==> src/mismatch_pkg.sv <==
// constants for the dual sensor discrepancy check
package mismatch_pkg;
	localparam int unsigned CLK_HZ        = 40_000_000;
	localparam int unsigned MS_PER_S      = 1000;
	localparam int unsigned TICK_MS       = 1;
	localparam int unsigned TICK_CYCLES   = CLK_HZ / MS_PER_S * TICK_MS;
	localparam int unsigned WINDOW_MAX_S  = 60;
	localparam int unsigned WINDOW_MAX_MS = WINDOW_MAX_S * MS_PER_S;
	localparam int unsigned WINDOW_W      = 17;
	localparam int unsigned TICK_W        = 16;
	localparam int unsigned SVC_FAULT     = 0;
	localparam int unsigned SVC_LAST_A    = 1;
	localparam int unsigned SVC_LAST_B    = 2;
	localparam int unsigned SVC_CLR_STUCK = 5;
	localparam int unsigned SVC_PENDING   = 6;
	localparam int unsigned SVC_AGREED    = 7;
	localparam logic [7:0]  SVC_RESET     = 8'h00;
	localparam logic        MANUAL_RESET  = 1'b1;
endpackage

==> src/dual_sensor_discrepancy_check.sv <==
// dual sensor one-out-of-two evaluation with discrepancy supervision
`timescale 1ns/1ps
`default_nettype none
module dual_sensor_discrepancy_check #(
	parameter int unsigned TICK_CYCLES = mismatch_pkg::TICK_CYCLES
) (
	input  wire logic                                clk_sys_i,
	input  wire logic                                reset_i,
	input  wire logic                                sensor_a_in_i,
	input  wire logic                                sensor_b_in_i,
	input  wire logic [mismatch_pkg::WINDOW_W-1:0]   mismatch_window_i,
	input  wire logic                                window_negative_i,
	input  wire logic                                manual_clear_required_i,
	input  wire logic                                clear_request_i,
	output logic                                     agreed_o,
	output logic                                     clear_pending_o,
	output logic                                     mismatch_fault_o,
	output logic [7:0]                               service_info_byte_o
);
	import mismatch_pkg::*;

	// three-stage synchronisers; stage 0 feeds only stage 1
	logic [2:0] sync_a;
	logic [2:0] sync_b;
	logic [2:0] sync_c;
	logic [2:0] next_sync_a;
	logic [2:0] next_sync_b;
	logic [2:0] next_sync_c;
	logic       in_a;
	logic       in_b;
	logic       in_c;
	logic       next_in_a;
	logic       next_in_b;
	logic       next_in_c;

	always_comb begin
		next_sync_a = {sync_a[1:0], sensor_a_in_i};
		next_sync_b = {sync_b[1:0], sensor_b_in_i};
		next_sync_c = {sync_c[1:0], clear_request_i};
		next_in_a   = (sync_a[1] == sync_a[2]) ? sync_a[2] : in_a;
		next_in_b   = (sync_b[1] == sync_b[2]) ? sync_b[2] : in_b;
		next_in_c   = (sync_c[1] == sync_c[2]) ? sync_c[2] : in_c;
	end

	always_ff @(posedge clk_sys_i) begin
		if (reset_i) begin
			sync_a <= 3'h0;
			sync_b <= 3'h0;
			sync_c <= 3'h0;
			in_a   <= 1'b0;
			in_b   <= 1'b0;
			in_c   <= 1'b0;
		end else begin
			sync_a <= next_sync_a;
			sync_b <= next_sync_b;
			sync_c <= next_sync_c;
			in_a   <= next_in_a;
			in_b   <= next_in_b;
			in_c   <= next_in_c;
		end
	end

	// millisecond time base: exact at 40 MHz, so error is one tick at most
	logic [TICK_W-1:0]   tick_cnt;
	logic [TICK_W-1:0]   next_tick_cnt;
	logic                tick;
	logic [WINDOW_W-1:0] elapsed;
	logic [WINDOW_W-1:0] next_elapsed;
	logic                prev_a;
	logic                prev_b;
	logic                prev_c;
	logic                fault;
	logic                next_fault;
	logic                pending;
	logic                next_pending;
	logic [7:0]          svc;
	logic [7:0]          next_svc;
	logic                mismatch;
	logic                bad_window;
	logic                expired;
	logic                clear_edge;
	logic                clear_ok;

	assign tick       = (tick_cnt == TICK_W'(TICK_CYCLES - 1));
	assign mismatch   = in_a ^ in_b;
	assign bad_window = window_negative_i
		|| (mismatch_window_i > WINDOW_W'(WINDOW_MAX_MS));
	// zero window expires on the first cycle of a mismatch
	assign expired    = mismatch && (elapsed >= mismatch_window_i);
	assign clear_edge = in_c && !prev_c;
	// manual clear waits for agreement and a fresh edge
	assign clear_ok   = fault && !mismatch && !bad_window
		&& (manual_clear_required_i ? clear_edge : 1'b1);

	always_comb begin
		next_tick_cnt = tick ? '0 : tick_cnt + TICK_W'(1);
		next_elapsed  = elapsed;
		if (!mismatch)
			next_elapsed = '0;
		else if (tick && !expired)
			next_elapsed = elapsed + WINDOW_W'(1);
		next_fault = fault;
		if (bad_window || expired)
			next_fault = 1'b1;
		else if (clear_ok)
			next_fault = 1'b0;
		next_pending = manual_clear_required_i && fault && !mismatch
			&& !bad_window && !clear_ok;
		next_svc = svc;
		if (clear_ok)
			next_svc = SVC_RESET;
		// record only on a change: a steady mismatch would wipe the cause
		if (mismatch && !fault && (in_a != prev_a || in_b != prev_b)) begin
			next_svc[SVC_LAST_A] = (in_a != prev_a);
			next_svc[SVC_LAST_B] = (in_b != prev_b);
		end
		// no fault and inputs agree: no cause left to report
		if (!fault && !mismatch) begin
			next_svc[SVC_LAST_A] = 1'b0;
			next_svc[SVC_LAST_B] = 1'b0;
		end
		if (next_fault && manual_clear_required_i && in_c && prev_c)
			next_svc[SVC_CLR_STUCK] = 1'b1;
		next_svc[SVC_FAULT]   = next_fault;
		next_svc[SVC_PENDING] = next_pending;
		next_svc[SVC_AGREED]  = in_a && in_b && !next_fault;
		next_svc[4:3]         = 2'h0;
	end

	always_ff @(posedge clk_sys_i) begin
		if (reset_i) begin
			tick_cnt <= '0;
			elapsed  <= '0;
			prev_a   <= 1'b0;
			prev_b   <= 1'b0;
			prev_c   <= MANUAL_RESET;
			fault    <= 1'b0;
			pending  <= 1'b0;
			svc      <= SVC_RESET;
		end else begin
			tick_cnt <= next_tick_cnt;
			elapsed  <= next_elapsed;
			prev_a   <= in_a;
			prev_b   <= in_b;
			prev_c   <= in_c;
			fault    <= next_fault;
			pending  <= next_pending;
			svc      <= next_svc;
		end
	end

	// agreed output is the registered copy of service bit 7
	assign agreed_o            = svc[SVC_AGREED];
	assign mismatch_fault_o    = fault;
	assign clear_pending_o     = pending;
	assign service_info_byte_o = svc;

	chk_agreed_needs_both: assert property (@(posedge clk_sys_i)
		disable iff (reset_i) agreed_o |-> $past(in_a && in_b))
		else $error("agreed high without both inputs");
	chk_low_forces_off: assert property (@(posedge clk_sys_i)
		disable iff (reset_i) !(in_a && in_b) |=> !agreed_o)
		else $error("agreed high with an input low");
	chk_window_fault: assert property (@(posedge clk_sys_i)
		disable iff (reset_i) expired |=> fault)
		else $error("fault not latched at expiry");
	chk_no_early_fault: assert property (@(posedge clk_sys_i)
		disable iff (reset_i) !fault && !bad_window && !expired |=> !fault)
		else $error("fault without expiry");
	chk_auto_clear: assert property (@(posedge clk_sys_i)
		disable iff (reset_i) fault && !manual_clear_required_i && !mismatch
		&& !bad_window |=> !fault)
		else $error("auto clear missing");
	chk_manual_hold: assert property (@(posedge clk_sys_i)
		disable iff (reset_i) fault && manual_clear_required_i && !clear_edge
		|=> fault)
		else $error("fault cleared without edge");
	chk_pending_rise: assert property (@(posedge clk_sys_i)
		disable iff (reset_i) fault && manual_clear_required_i && !mismatch
		&& !bad_window && !clear_edge |=> pending)
		else $error("clear pending not raised");
	chk_pending_drop: assert property (@(posedge clk_sys_i)
		disable iff (reset_i) mismatch |=> !pending)
		else $error("pending held during mismatch");
	chk_bad_window: assert property (@(posedge clk_sys_i)
		disable iff (reset_i) bad_window |=> fault && !agreed_o)
		else $error("bad window not faulted");
	chk_svc_fault: assert property (@(posedge clk_sys_i)
		disable iff (reset_i) service_info_byte_o[SVC_FAULT] == fault)
		else $error("service bit 0 differs from fault");
	chk_svc_zero: assert property (@(posedge clk_sys_i)
		disable iff (reset_i) service_info_byte_o[4:3] == 2'h0)
		else $error("reserved service bits set");
	chk_pending_clear: assert property (@(posedge clk_sys_i)
		disable iff (reset_i) clear_ok |=> !pending)
		else $error("clear pending held after clear");
	chk_agreed_rise: assert property (@(posedge clk_sys_i)
		disable iff (reset_i) in_a && in_b && !fault && !bad_window
		|=> agreed_o)
		else $error("agreed not raised with both inputs");
	chk_stuck_flag: assert property (@(posedge clk_sys_i)
		disable iff (reset_i) fault && manual_clear_required_i && in_c
		&& prev_c |=> service_info_byte_o[SVC_CLR_STUCK])
		else $error("stuck clear not flagged");
	chk_cause_held: assert property (@(posedge clk_sys_i)
		disable iff (reset_i) fault && !clear_ok
		|=> $stable(service_info_byte_o[SVC_LAST_B:SVC_LAST_A]))
		else $error("fault cause bits changed before clear");
	chk_cause_a: assert property (@(posedge clk_sys_i)
		disable iff (reset_i) mismatch && !fault && (in_a != prev_a)
		&& (in_b == prev_b) |=> service_info_byte_o[SVC_LAST_A]
		&& !service_info_byte_o[SVC_LAST_B])
		else $error("cause bits miss a change on sensor a");
	chk_tick_range: assert property (@(posedge clk_sys_i)
		disable iff (reset_i) tick_cnt <= TICK_W'(TICK_CYCLES - 1))
		else $error("time base counter out of range");
	cov_fault: cover property (@(posedge clk_sys_i) disable iff (reset_i)
		$rose(fault));
	cov_auto_clear: cover property (@(posedge clk_sys_i)
		disable iff (reset_i) fault && !manual_clear_required_i ##1 !fault);
	cov_manual_clear: cover property (@(posedge clk_sys_i)
		disable iff (reset_i) pending ##1 !fault);
	cov_stuck: cover property (@(posedge clk_sys_i) disable iff (reset_i)
		svc[SVC_CLR_STUCK]);
	cov_agreed: cover property (@(posedge clk_sys_i) disable iff (reset_i)
		$rose(agreed_o));
endmodule
`default_nettype wire

==> config.mk <==
export PLATFORM = sky130hd
export DESIGN_NAME = dual_sensor_discrepancy_check
export DESIGN_NICKNAME = d
export VERILOG_FILES = /design/src/mismatch_pkg.sv /design/src/dual_sensor_discrepancy_check.sv
export SDC_FILE = /design/constraint.sdc
export NUM_CORES = 1
export LEC_CHECK = 0
export BUFFER_PORTS_ARGS = -buffer_cell sky130_fd_sc_hd__buf_2
export CORE_MARGIN = 4
export CORE_UTILIZATION = 52
export DETAILED_ROUTE_END_ITERATION = 7
export GPL_TIMING_DRIVEN = 0
export PLACE_DENSITY = 0.8
export SLEW_MARGIN = 5
export SYNTH_ARGS = -nofsm -noshare
export SYNTH_HDL_FRONTEND = slang
export SYNTH_SLANG_ARGS = --single-unit
==> constraint.sdc <==
create_clock -name clk_sys_i -period 2.1 [get_ports clk_sys_i]
set_input_delay 0.105 -clock clk_sys_i [delete_from_list [all_inputs] [get_ports clk_sys_i]]
set_output_delay 0.105 -clock clk_sys_i [all_outputs]
set_load 0.1 [all_outputs]
==> out/metrics.yaml <==
status:
  status: "finished with violations"
  violations: "negative setup slack"
global_routing:
  grt_max_degree: 17
  grt_pass1_wl_um: 9180
  overflow: 0
  grt_usage_pct: 17.8
  antenna_found_initial: 0
  grt_pass1_vias: 2263
setup_path:
  crit_fanout: 6
  worstSetupStartpointType: "flip-flop"
  rr_startpoint: "elapsed[6]$_SDFFE_PP0P_"
  cpLargestDelayFamily: "compound AO/OA/AOI/OAI gates"
  crit_chain: "ha_4 > a21o_1 > a21o_1 > a221o_1 > o211ai_4 > buf_12 > a21oi_4 > or4_4 > a21oi_2"
  cp_num_buf_inv: 1
  worst_setup_path_end_kind: "flip-flop"
  crit_path_start: "elapsed[6]$_SDFFE_PP0P_"
  required_ns: 2.34
  cp_slowest_stage_delay_ns: 0.53
  crit_type: "reg2reg"
  path_common_cell: "a21o_1"
  crit_path_top_delay_cell: "or4_4"
  arrival_ns: 2.65
cts:
  cts_made_buffers: 5
  cts_tree: "yes"
  clock_latency_ns: 0.30
  cts_max_level: 2
  cts_sinks: 54
  clk_path_buf_depth: 2
  cts_root_buf: "clkbuf_8"
  path_clk_slew_ns: 0.09
floorplan:
  io_pins: 35
  start_util_pct: 53.4
  core_mm2: 0.00507
  die-area_mm2: 0.00643
  rows: 26
  die_w_um: 80.2
  die_h_um: 80.2
synth:
  synth_area_mm2: 0.00271
  yosysSeqAreaShare_pct: 39.9
  syn_avg_cell_area_um2: 8.42
  synth_edf_count: 0
  synthCells: 322
  yosysUniqueCellTypes: 41
  synth-seq-cells: 54
  ys_warn_count: 0
  synthFlopType: "dfxtp_1"
  synthArstFlopShare_pct: 0
placement:
  dpl.hpwl_um: 4040
  place_area_mm2: 0.00299
  dpl_worst_slack_ns: -0.365
  io_buffers: 32
  gp_congestion: 0.780
routing:
  top_layer: "met4"
  met1Wirelength_um: 2520
  vias: 2454
  drtIter0Drc: 164
  antenna_left: 0
  wire_per_inst_um: 13.1
  wirelength_um: 5820
  wl_met2_um: 2890
  drcViolationCount: 0
  firstDrtPassIters: 4
  routed_via_density: 5.50
  wl_met3_um: 289
timing:
  hold_violations: 0
  setup_tns_ns: -3.83
  layout_min_cycle_time_ns: 2.41
  finalSetupViolCount: 19
  fin_ws_ns: -0.310
  rsz0062_at_grt: "true"
  worst_slew_pin_slew_ns: 0.578
  max-slew-margin-rel_pct: 61.5
  max_freq_mhz: 415
  finalCritPeriodShare_pct: 115
  drv_slew: 0
  finClkSkew_ns: 0.00978
flow_run:
  maxCapViolCount: 0
finish:
  area_growth_pct: 21.8
  fillers: 448
  multi_input_area_mm2: 0.00159
  fin_nets: 419
  final-seq-area_mm2: 0.00109
  n_antenna_cell: 0
  post-route-util_pct: 65.1
  fin_area_mm2: 0.00330
  final_layout_size_suffix_gt1_share_pct: 23.1
hold_path:
  hp-start: "clear_request_i"
  min_path_type: "in2reg"
power:
  ir_worst_vdd_mv: 0.488
  pwr_density_cell_mw_per_mm2: 531
  p_leak_nw: 1.37
## report_power, final
part	internal, mW	total [mW]	leakage [nW]	switching [mW]
combinational	0.0554	0.154	0.883	0.0990
sequential	1.04	1.05	0.441	0.0101
clock	0.236	0.553	0.0452	0.318
## registers in the layout (all words and copies together) (netlist names)
| name | flops |
|---|---|
| elapsed | 17 |
| tick_cnt | 16 |
| service_info_byte_o | 6 |
| sync_a | 3 |
| sync_b | 3 |
| sync_c | 3 |
| in_a | 1 |
| in_b | 1 |
| in_c | 1 |
| prev_a | 1 |
| prev_b | 1 |
| prev_c | 1 |
## metrics by stage
stage	hold WS [ns]	cells	power (mW)
after detailed placement	0.317	425	1.22
after floorplan	0.233	323	1.17
after global placement	0.318	425	1.22
after CTS	0.00487	440	1.78
final	0.0216	446	1.75
after global routing	0.0478	446	1.85
## path summary, 6_finish.rpt
kind | slack, ns | to | cells past startpoint
setup reg to reg | -0.31 | elapsed[9]$_SDFFE_PP0P_ | 9
hold reg to reg | 0.45 | sync_b[1]$_SDFF_PP0_ | 1
hold / removal | 0.02 | sync_c[0]$_SDFF_PP0_ | 2
setup / recovery | -0.31 | elapsed[9]$_SDFFE_PP0P_ | 9
## cell usage after synthesis (all sizes together), types with 7 or more instances
cell type | count | area share (%)
and3 | 12 | 2.8
or3 | 12 | 2.8
inv | 21 | 2.9
ha | 20 | 9.2
nand2 | 18 | 2.5
xnor2 | 8 | 2.6
buf | 7 | 1.7
xor2 | 8 | 2.6
nor2 | 29 | 4.0
clkbuf | 8 | 1.1
o21ai | 22 | 4.1
nand3 | 18 | 3.5
dfxtp | 54 | 40
a21oi | 30 | 5.7
nor2b | 13 | 3.0
## cell usage in the layout (no fill, tap or decap), types with 4 or more instances in the layout
cell type	n
o21ai_0	12
nor2b_1	13
a21oi_1	24
ha_1	19
inv_1	20
nor2_1	29
nand2_1	18
xnor2_1	7
o21ai_1	7
nand4_1	6
buf_6	4
buf_4	13
xor2_1	8
and3_1	12
dfxtp_1	49
o31ai_1	4
or3_1	11
clkbuf_1	6
clkbuf_8	5
a21oi_2	5
buf_2	32
nand3_1	16
## metal layers
layer,GRT usage [%],up-vias
met5,0,-
li1,-,1230
met3,3.81,17
met4,8.95,0
met2,30.7,74
met1,20.6,1133
## worst register-to-register path, cell delays in order (launching register included)
cell	delay, ns
dfxtp_4	0.36
ha_4	0.21
a21o_1	0.15
a21o_1	0.17
a221o_1	0.39
o211ai_4	0.21
buf_12	0.15
a21oi_4	0.07
or4_4	0.53
a21oi_2	0.11
## cell families (layout without fill, tap and decap cells)
| logic type | after synthesis | count (layout) | share of synthesized area (%) |
|---|---|---|---|
| DFF | 54 | 54 | 39.9 |
| xor gates and xnor gates | 16 | 16 | 5.17 |
| AOI/OAI and AO/OA | 65 | 65 | 14.2 |
| muxes | 1 | 1 | 0.369 |
| and+or+nand+nor | 129 | 130 | 25.3 |
| buffers and inverters | 36 | 88 | 5.72 |
| adders and majority gates | 20 | 20 | 9.23 |
| other | 1 | 2 | 0.138 |
## area by class of cell
type | instances | area share, %
multi-input cells | 234 | 48.1
inverters | 21 | 2.39
plain buffers | 13 | 2.31
flip-flops and latches | 54 | 33.1
repair buffers | 46 | 8.90
well taps | 70 | 2.65
clock inverters | 2 | 0.417
clock buffers | 6 | 2.20
## what timing repair did
item | 4_1_cts | 5_1_grt
buffers inserted | 6 | 5
endpoints found under the hold margin | 2 | 0
setup endpoints to repair | 29 | 30
resized for setup | 12 | 20
pin swaps | 15 | 16
cloned | 0 | 2
hold buffers | 2 | 0
Note: power is estimated with default switching activity, not from simulation.
